**config.mk**
```make
export PLATFORM = sky130hd
export DESIGN_NAME = dtp_timer
export DESIGN_NICKNAME = d
export VERILOG_FILES = /design/src/dtp_pkg.sv /design/src/dtp_timer.sv
export SDC_FILE = /design/constraint.sdc
export NUM_CORES = 1
export LEC_CHECK = 0
export ABC_AREA = 0
export BUFFER_PORTS_ARGS = -buffer_cell sky130_fd_sc_hd__buf_2
export CORE_MARGIN = 10
export CORE_UTILIZATION = 50
export CTS_CLUSTER_DIAMETER = 120
export DETAILED_ROUTE_END_ITERATION = 8
export PLACE_DENSITY_LB_ADDON = 0.1
export SETUP_SLACK_MARGIN = 0.2
export SYNTH_ARGS = -nofsm -noshare
export SYNTH_HDL_FRONTEND = slang
export SYNTH_SLANG_ARGS = --single-unit
```
**constraint.sdc**
```tcl
create_clock -name sys_clk -period 12 [get_ports sys_clk]
set_clock_uncertainty 0.1 [all_clocks]
set_input_delay 3.6 -clock sys_clk [delete_from_list [all_inputs] [get_ports sys_clk]]
set_output_delay 3.6 -clock sys_clk [all_outputs]
set_load 0.02 [all_outputs]
```
**src/dtp_pkg.sv**
```systemverilog
// Purpose: constants shared by the dual 8-bit timer / pwm / cascade block
// Assumes: one system clock; all control bits arrive as plain levels
// Notes: mode control bit positions double as pwm and interval controls

package dtp_pkg;

    // ************************************************************
    // mode control field positions
    // ************************************************************
    localparam int MC_ENABLE = 7;
    localparam int MC_PWM = 6;
    localparam int MC_CASCADE = 4;
    localparam int MC_LEVEL_SET = 3;
    localparam int MC_LEVEL_RESET = 2;
    // in pwm mode this is the inactive level, otherwise the toggle enable
    localparam int MC_LEVEL_TOGGLE = 1;
    localparam int MC_OUT_ENABLE = 0;

    // ************************************************************
    // clock select codes
    // ************************************************************
    localparam logic [7:0] CS_EDGE_FALL = 8'h00;
    localparam logic [7:0] CS_EDGE_RISE = 8'h01;
    // codes from this one up divide sys_clk by 2^(code - CS_DIV_BASE), at most 2^DIV_LOG_MAX
    localparam logic [7:0] CS_DIV_BASE = 8'h02;
    localparam int PRESCALE_W = 16;
    localparam logic [4:0] DIV_LOG_MAX = 5'd15;

    // ************************************************************
    // reset values and counter limits
    // ************************************************************
    localparam logic [7:0] COUNT_RST = 8'h00;
    localparam logic [7:0] COUNT_TOP = 8'hff;
    localparam logic [7:0] CMP_ZERO = 8'h00;
    localparam logic [PRESCALE_W-1:0] PRESCALE_RST = 16'h0000;
    localparam int SYNC_STAGES = 2;

endpackage

```
**src/dtp_timer.sv**
```systemverilog
// Purpose: two 8-bit timer/event counters with pwm and 16-bit cascade
// Assumes: control inputs come from sys_clk logic; event inputs are pins
// Notes: count clock is a one-cycle tick derived from sys_clk or an edge

`timescale 1ns/10ps

// Function
// - pwm mode chosen by mode bits; active level bit picks polarity
// - after enable in pwm, output stays inactive until first overflow
// - each overflow drives active level until counter equals compare
// - compare match drives inactive level until next overflow, repeating
// - clearing enable in pwm stops counting and forces inactive output
// - pwm period is 256 count clocks, active width is compare value
// - high channel cascade bit joins both into a 16-bit counter
// - low compare is low byte, high compare is high byte
// - in cascade only the low clock select picks count clock or edge
// - 16-bit interval match raises low irq and clears counter
// - event mode counts falling edge with code 00, rising with 01
// - event mode irq after N+1 edges, then counter clears
// - 16-bit square wave match toggles low flip-flop, irq, clear
// - level set/reset pick initial flip-flop state; toggle and output on
// - first match may be up to one count clock early, never late
// - pwm bit selects pwm; output enable gates signal onto the pin
module dtp_timer (
    input wire logic sys_clk,
    input wire logic rstn,
    input wire logic [7:0] low_clock_select,
    input wire logic [7:0] high_clock_select,
    input wire logic [7:0] low_mode_control,
    input wire logic [7:0] high_mode_control,
    input wire logic [7:0] low_compare,
    input wire logic [7:0] high_compare,
    input wire logic low_event_in,
    input wire logic high_event_in,
    output logic low_timer_out,
    output logic high_timer_out,
    output logic low_match_irq,
    output logic high_match_irq,
    output logic [7:0] low_counter,
    output logic [7:0] high_counter
);
    import dtp_pkg::*;

    // ************************************************************
    // count clock selection
    // ************************************************************
    function automatic logic sel_tick(input logic [7:0] sel,
                                      input logic [PRESCALE_W-1:0] pre,
                                      input logic fall,
                                      input logic rise);
        logic [7:0] k;
        logic [4:0] lg;
        logic [PRESCALE_W-1:0] mask;
        k = 8'h00;
        lg = 5'd0;
        mask = '0;
        if (sel == CS_EDGE_FALL) begin
            sel_tick = fall;
        end else if (sel == CS_EDGE_RISE) begin
            sel_tick = rise;
        end else begin
            k = sel - CS_DIV_BASE;
            lg = (k > {3'b000, DIV_LOG_MAX}) ? DIV_LOG_MAX : k[4:0];
            mask = PRESCALE_W'((32'h1 << lg) - 32'h1);
            sel_tick = ((pre & mask) == mask);
        end
    endfunction

    logic [PRESCALE_W-1:0] pre_reg;
    logic [PRESCALE_W-1:0] pre_next;

    // free-running prescaler: a start is not aligned to it
    assign pre_next = pre_reg + PRESCALE_W'(1);

    always_ff @(posedge sys_clk) begin
        if (!rstn) begin
            pre_reg <= PRESCALE_RST;
        end else begin
            pre_reg <= pre_next;
        end
    end

    // ************************************************************
    // event pin synchronisers and edge detect
    // ************************************************************
    logic [1:0] ev_pin;
    logic [1:0] ev_meta_reg;
    logic [1:0] ev_sync_reg;
    logic [1:0] ev_last_reg;
    logic [1:0] ev_fall;
    logic [1:0] ev_rise;

    assign ev_pin = {high_event_in, low_event_in};

    genvar gi;
    generate
        for (gi = 0; gi < 2; gi = gi + 1) begin : g_ev
            always_ff @(posedge sys_clk) begin
                if (!rstn) begin
                    ev_meta_reg[gi] <= 1'b0;
                    ev_sync_reg[gi] <= 1'b0;
                    ev_last_reg[gi] <= 1'b0;
                end else begin
                    ev_meta_reg[gi] <= ev_pin[gi];
                    ev_sync_reg[gi] <= ev_meta_reg[gi];
                    ev_last_reg[gi] <= ev_sync_reg[gi];
                end
            end
            assign ev_fall[gi] = ev_last_reg[gi] & ~ev_sync_reg[gi];
            assign ev_rise[gi] = ~ev_last_reg[gi] & ev_sync_reg[gi];
        end
    endgenerate

    // ************************************************************
    // mode decode
    // ************************************************************
    logic cascade;
    logic en_lo;
    logic en_hi;
    logic pwm_lo;
    logic pwm_hi;
    logic tick_lo;
    logic tick_hi;

    assign cascade = high_mode_control[MC_CASCADE];
    assign en_lo = low_mode_control[MC_ENABLE];
    assign en_hi = high_mode_control[MC_ENABLE];
    // once the channels are joined pwm mode is off; the low pwm bit only blocks the flip-flop toggle
    assign pwm_lo = low_mode_control[MC_PWM] & ~cascade;
    assign pwm_hi = high_mode_control[MC_PWM] & ~cascade;

    assign tick_lo = sel_tick(low_clock_select, pre_reg, ev_fall[0], ev_rise[0]);
    // high clock select is ignored while cascaded
    assign tick_hi = cascade ? tick_lo
                   : sel_tick(high_clock_select, pre_reg, ev_fall[1], ev_rise[1]);

    // ************************************************************
    // counters and match
    // ************************************************************
    logic [7:0] cnt_lo_reg;
    logic [7:0] cnt_lo_next;
    logic [7:0] cnt_hi_reg;
    logic [7:0] cnt_hi_next;
    logic match_lo;
    logic match_hi;
    logic wide_match;
    logic clr_lo;
    logic clr_hi;
    logic lo_roll;
    logic run_wide;

    assign run_wide = cascade & en_lo & en_hi;
    assign wide_match = ({cnt_hi_reg, cnt_lo_reg} == {high_compare, low_compare});
    assign match_lo = cascade ? wide_match : (cnt_lo_reg == low_compare);
    assign match_hi = cnt_hi_reg == high_compare;
    // a match clears on the next count clock, so the period is N+1
    assign clr_lo = tick_lo & match_lo & ~pwm_lo;
    assign clr_hi = tick_hi & match_hi & ~pwm_hi;
    assign lo_roll = tick_lo & (cnt_lo_reg == COUNT_TOP);

    always_comb begin
        cnt_lo_next = cnt_lo_reg;
        if (!en_lo) begin
            cnt_lo_next = COUNT_RST;
        end else if (cascade & ~en_hi) begin
            cnt_lo_next = cnt_lo_reg;
        end else if (clr_lo) begin
            cnt_lo_next = COUNT_RST;
        end else if (tick_lo) begin
            // pwm wraps at 256 count clocks
            cnt_lo_next = cnt_lo_reg + 8'h01;
        end
    end

    always_comb begin
        cnt_hi_next = cnt_hi_reg;
        if (!en_hi) begin
            cnt_hi_next = COUNT_RST;
        end else if (cascade) begin
            if (run_wide & clr_lo) begin
                cnt_hi_next = COUNT_RST;
            end else if (run_wide & lo_roll) begin
                cnt_hi_next = cnt_hi_reg + 8'h01;
            end
        end else if (clr_hi) begin
            cnt_hi_next = COUNT_RST;
        end else if (tick_hi) begin
            cnt_hi_next = cnt_hi_reg + 8'h01;
        end
    end

    always_ff @(posedge sys_clk) begin
        if (!rstn) begin
            cnt_lo_reg <= COUNT_RST;
            cnt_hi_reg <= COUNT_RST;
        end else begin
            cnt_lo_reg <= cnt_lo_next;
            cnt_hi_reg <= cnt_hi_next;
        end
    end

    // ************************************************************
    // pwm active phase
    // ************************************************************
    logic [1:0] act_reg;
    logic [1:0] act_next;
    logic [1:0] pwm_on;
    logic [1:0] ptick;
    logic [7:0] pcnt [2];
    logic [7:0] pcmp [2];

    assign pwm_on = {pwm_hi & en_hi, pwm_lo & en_lo};
    assign ptick = {tick_hi, tick_lo};
    assign pcnt[0] = cnt_lo_reg;
    assign pcnt[1] = cnt_hi_reg;
    assign pcmp[0] = low_compare;
    assign pcmp[1] = high_compare;

    generate
        for (gi = 0; gi < 2; gi = gi + 1) begin : g_pwm
            always_comb begin
                act_next[gi] = act_reg[gi];
                if (!pwm_on[gi]) begin
                    act_next[gi] = 1'b0;
                end else if (ptick[gi] & (pcnt[gi] == COUNT_TOP)) begin
                    // overflow opens the active phase; zero width never opens
                    act_next[gi] = (pcmp[gi] != CMP_ZERO);
                end else if (ptick[gi] & (pcnt[gi] + 8'h01 == pcmp[gi])) begin
                    act_next[gi] = 1'b0;
                end
            end
        end
    endgenerate

    always_ff @(posedge sys_clk) begin
        if (!rstn) begin
            act_reg <= 2'b00;
        end else begin
            act_reg <= act_next;
        end
    end

    // ************************************************************
    // timer output flip-flops (interval and square wave)
    // ************************************************************
    logic [1:0] ff_reg;
    logic [1:0] ff_next;
    logic [7:0] mc [2];
    logic [1:0] en_ch;
    logic [1:0] tgl;

    assign mc[0] = low_mode_control;
    assign mc[1] = high_mode_control;
    assign en_ch = {en_hi, en_lo};
    // a held cascade counter must not toggle the pin, same gating as the irq
    assign tgl = {clr_hi & ~cascade, clr_lo & (~cascade | en_hi)};

    generate
        for (gi = 0; gi < 2; gi = gi + 1) begin : g_ff
            always_comb begin
                ff_next[gi] = ff_reg[gi];
                if (!en_ch[gi]) begin
                    // preset only while stopped, so a running wave is untouched
                    if (mc[gi][MC_LEVEL_SET] & ~mc[gi][MC_LEVEL_RESET]) begin
                        ff_next[gi] = 1'b1;
                    end else if (~mc[gi][MC_LEVEL_SET] & mc[gi][MC_LEVEL_RESET]) begin
                        ff_next[gi] = 1'b0;
                    end
                end else if (tgl[gi] & mc[gi][MC_LEVEL_TOGGLE] & ~mc[gi][MC_PWM]) begin
                    ff_next[gi] = ~ff_reg[gi];
                end
            end
        end
    endgenerate

    always_ff @(posedge sys_clk) begin
        if (!rstn) begin
            ff_reg <= 2'b00;
        end else begin
            ff_reg <= ff_next;
        end
    end

    // ************************************************************
    // pins and interrupts
    // ************************************************************
    logic out_lo_next;
    logic out_hi_next;
    logic irq_lo_next;
    logic irq_hi_next;

    // inactive level equals the active level select bit
    assign out_lo_next = low_mode_control[MC_OUT_ENABLE]
                       & (pwm_lo ? (act_next[0] ^ low_mode_control[MC_LEVEL_TOGGLE])
                                 : ff_next[0]);
    // high pin is idle while cascaded
    assign out_hi_next = ~cascade & high_mode_control[MC_OUT_ENABLE]
                       & (pwm_hi ? (act_next[1] ^ high_mode_control[MC_LEVEL_TOGGLE])
                                 : ff_next[1]);
    assign irq_lo_next = clr_lo & en_lo & (~cascade | en_hi);
    assign irq_hi_next = clr_hi & en_hi & ~cascade;

    always_ff @(posedge sys_clk) begin
        if (!rstn) begin
            low_timer_out <= 1'b0;
            high_timer_out <= 1'b0;
            low_match_irq <= 1'b0;
            high_match_irq <= 1'b0;
            low_counter <= COUNT_RST;
            high_counter <= COUNT_RST;
        end else begin
            low_timer_out <= out_lo_next;
            high_timer_out <= out_hi_next;
            low_match_irq <= irq_lo_next;
            high_match_irq <= irq_hi_next;
            low_counter <= cnt_lo_next;
            high_counter <= cnt_hi_next;
        end
    end

endmodule

```
==> impl_metrics.tcl <==
set metrics [dict create \
    slew-limit-headroom_pct 54.92 \
    final.min_clock_period_ns 7.760 \
    routed_wl_mm 9.904 \
    cts_tree "yes" \
    place_hpwl_mm 7.559 \
    post_cts.repair.setup_buffers 0 \
    switching_part_of_the_total_power_pct 27.82 \
    post_synth_inst_count 498 \
    grt_max_degree 17 \
    most_used_cells_in_the_layout_excluding_fill_and_tap_cells "sky130_fd_sc_hd__buf_2 (68), sky130_fd_sc_hd__nand2_1 (53), sky130_fd_sc_hd__nor2_1 (47), sky130_fd_sc_hd__dfxtp_1 (45), sky130_fd_sc_hd__xnor2_1 (28)" \
    dieWidth_um 105.6 \
    hold_path_class "flop to flop" \
    worst-setup-path-type "input pin to flop" \
    synth_top_family_by_area "simple AND/OR/NAND/NOR gates" \
    gr_util_all_layers_pct 17.22 \
    floorplan.initialDensity_pct 51.11 \
    grt-ovfl-total 0 \
    cts_root_buffer "sky130_fd_sc_hd__clkbuf_8" \
    floorplan.die_area_sq_mm 0.01116 \
    hold-path-endpoint "ev_sync_reg[1]" \
    yosys.area.top_type_share_pct 24.56 \
    powerDensity_mw_per_mm2 81.96 \
    layout-area-overhead-vs-synth_pct 12.73 \
    combinationalPowerShare_pct 18.0 \
    grt_pass1_vias 3568 \
    fin_area_sq_mm 0.004134 \
    wire_per_inst_um 15.31 \
    setup_slack_of_the_most_critical_reg_to_reg_path_ns 9.05 \
    run_status "finished clean" \
    synth_area_leader_cell "sky130_fd_sc_hd__dfxtp_1" \
    setup_total_negative_slack_ns 0 \
    worstSetupEndpointType "flop" \
    cp_slowest_cell "sky130_fd_sc_hd__xnor2_1" \
    worst_tran_pin_value_ns 0.6762 \
    post_cts_resize_count 0 \
    synth_xor_xnor_area_share_pct 11.67 \
    grt_first_pass_wirelength_mm 16.70 \
    route.antenna.remaining_nets 0 \
    timing.critical_path.from_type "input pin" \
    ir_drop_worst_vdd_v 0.00006669 \
    rows 31 \
    netlist-cell-type-count 67 \
    setup_viol_count_final 0 \
    synth-compound-area-share_pct 19.79 \
    seq_power_share_pct 45.6 \
    num_io_pins 72 \
    whs_path_depth 1 \
    cp_buf_inv_count 2 \
    finalMaxSlewViolations 0 \
    first_pass_iters 5 \
    synth_register_bits 45 \
    via_count 3744 \
    mostFrequentLayoutCell "sky130_fd_sc_hd__buf_2" \
    nNetsFinal 606 \
    synth-main-ff-cell "sky130_fd_sc_hd__dfxtp_1" \
    initial_antenna_violation_count 0 \
    crit_fanout 16 \
    ctsLongestPathBuffers 2 \
    regToRegEndpoint "high_counter[4]" \
    placed_standard_cell_area_sq_mm 0.004018 \
    ctsHoldBuffers 0 \
    leakage_nw 1.553 \
    timing.final.hold_violations 0 \
    fmax_mhz 128.9 \
    synth_adder_area_share_pct 2.388 \
    synthTopCellsByArea "sky130_fd_sc_hd__dfxtp_1 (25%), sky130_fd_sc_hd__xnor2_1 (6.7%), sky130_fd_sc_hd__nand2_1 (5.4%)" \
    worst-endpoint-arrival_ns 7.89 \
    synth_warnings 0 \
    total_switching_power_mw 0.09427 \
    tritoncts.num_buffers 5 \
    cts_sinks 45 \
    syn_area_sq_mm 0.003667 \
    timing.critical_path.max_delay_family "simple AND/OR/NAND/NOR gates" \
    yosys-mux-area-fraction_pct 1.569 \
    maxCapViolCount 0 \
    remaining_drc_errors 0 \
    final_layout_size_suffix_gt1_share_pct 16.97 \
    design.core.area_sq_mm 0.007176 \
    power.internal_mw 0.2445 \
    vias_per_cell 5.787 \
    drt_iter0_drc 205 \
    clock_latency_ns 0.30 \
    synth.yosys.seq_area_share_pct 24.56 \
    die-height_um 105.6 \
    synth-edff-count 0 \
    synth.avg_cell_area_sq_um 7.364 \
    r2r_startpoint "pre_reg[8]" \
    synth_fp_nets 557 \
    synth_simple_gate_area_share_pct 35.38 \
    clockPowerShare_pct 36.4 \
    clk_pin_slew_worst_paths_ns 0.09 \
    post-route-period-util_pct 64.67 \
    cp_data_required_time_ns 12.13 \
    min_from "ev_meta_reg[1]" \
    timing.critical_path.cells "buf_2 -> inv_1 -> ha_1 -> xnor2_1 -> nand4b_1 -> nor2_1 -> nand2_1 -> ha_1 -> nand2b_1 -> o2111ai_1 -> a222oi_1 -> nor4b_1 -> nand4_1 -> o21ai_1 -> nor2b_1 -> o21ai_1 -> o31ai_1" \
    reg2regPathDepth 9 \
    max_stage_delay_ns 0.55 \
    cts_htree_levels 2 \
    gpl.final_weighted_congestion 0.9297 \
    rsz_0062_raised_after_global_routing "false" \
    port-buffer-count 68 \
    final_util_pct 57.61 \
    synth_async_sr_flop_share_pct 0 \
    largest_reg_flops 15 \
    insertedDiodeCount 0 \
]
-- per-layer routing --
metal / vias to the layer above / routed length, um / GRT usage (%)
li1: 1901 / - / -
met1: 1727 / 4713 / 22.65
met2: 105 / 4451 / 27.74
met3: 11 / 637 / 4.141
met4: 0 / 102 / 3.965
met5: - / 0 / 0
-- power by group through the flow --
stage               combinational (mW)  sequential [mW]  clock [mW]
finish                          0.0610            0.154       0.123
global route                    0.0686            0.155       0.131
CTS                             0.0607            0.154       0.125
detailed placement              0.0604            0.158           0
global placement                0.0593            0.158           0
floorplan                       0.0410            0.157           0
-- layout make-up --
cell class | instances | area (sq um)
clock inverter | 1 | 30.03
inverter | 13 | 48.80
fill | 714 | 3042
timing repair buffer | 69 | 347.8
clock buffer | 7 | 86.33
tap | 99 | 123.9
multi-input combinational | 413 | 2596
sequential | 45 | 900.9
-- worst register-to-register path, delay by kind of cell (launching register included) --
kind	cells	cell delay, ns
AOI/OAI and AO/OA	5	1.31
DFF	1	0.59
and+or+nand+nor	4	0.87
-- cells by family (layout without fill, tap and decap cells) --
logic type	count (synthesis)	in the layout
adder cells (fa/ha/maj)	7	7
multiplexers	5	5
AND/OR/NAND/NOR	242	242
buffers and inverters	40	90
flip-flops	45	45
XOR/XNOR	48	48
AO/OA/AOI/OAI	111	111
-- metrics by stage --
| step | cells | setup slack [ns] | hold WS [ns] | power [mW] |
|---|---|---|---|---|
| after floorplan | 498 | 4.694 | 0.3119 | 0.1984 |
| after global placement | 639 | 4.063 | 0.3157 | 0.2172 |
| after detailed placement | 639 | 4.000 | 0.3228 | 0.2183 |
| after CTS | 647 | 4.322 | 0.3456 | 0.3401 |
| after global routing | 647 | 3.743 | 0.3655 | 0.3544 |
| final | 647 | 4.240 | 0.3415 | 0.3388 |
-- cell usage after synthesis (3+ instances only) --
library cell,count
sky130_fd_sc_hd__nand2b_1,11
sky130_fd_sc_hd__and3_1,12
sky130_fd_sc_hd__xor2_1,19
sky130_fd_sc_hd__nand4b_1,6
sky130_fd_sc_hd__a21oi_1,22
sky130_fd_sc_hd__buf_2,4
sky130_fd_sc_hd__xnor2_1,28
sky130_fd_sc_hd__o21ai_0,26
sky130_fd_sc_hd__nor4b_1,3
sky130_fd_sc_hd__inv_1,13
sky130_fd_sc_hd__or4_1,5
sky130_fd_sc_hd__and2_1,14
sky130_fd_sc_hd__nor4_1,14
sky130_fd_sc_hd__o2111ai_1,3
sky130_fd_sc_hd__nand3_1,18
sky130_fd_sc_hd__a31oi_1,4
sky130_fd_sc_hd__o21bai_1,3
sky130_fd_sc_hd__a21o_1,3
sky130_fd_sc_hd__clkbuf_1,20
sky130_fd_sc_hd__nor3_2,3
sky130_fd_sc_hd__nor2b_1,7
sky130_fd_sc_hd__a41oi_1,3
sky130_fd_sc_hd__nor3_1,17
sky130_fd_sc_hd__o21ai_1,12
sky130_fd_sc_hd__a32oi_1,3
sky130_fd_sc_hd__nand4_1,12
sky130_fd_sc_hd__a311oi_1,3
sky130_fd_sc_hd__nand2_1,53
sky130_fd_sc_hd__dfxtp_1,45
sky130_fd_sc_hd__ha_1,7
sky130_fd_sc_hd__o22ai_1,3
sky130_fd_sc_hd__or3_1,6
sky130_fd_sc_hd__nor3b_1,4
sky130_fd_sc_hd__nor2_1,47
sky130_fd_sc_hd__o211ai_1,5
-- worst max path at each step --
stage                         start         endpoint  slack, ns  depth (start not counted)
6_report       high_clock_select[1]  high_counter[4]       4.24                         17
5_1_grt         low_clock_select[1]  high_counter[6]       3.74                         22
4_1_cts         low_clock_select[1]   low_counter[5]       4.32                         22
3_5_place_dp    low_clock_select[1]   low_counter[5]       4.00                         22
3_3_place_gp    low_clock_select[1]  high_counter[4]       4.06                         22
2_1_floorplan   low_clock_select[1]    low_timer_out       4.69                         21
No activity file was read; power rests on OpenSTA's default activity.
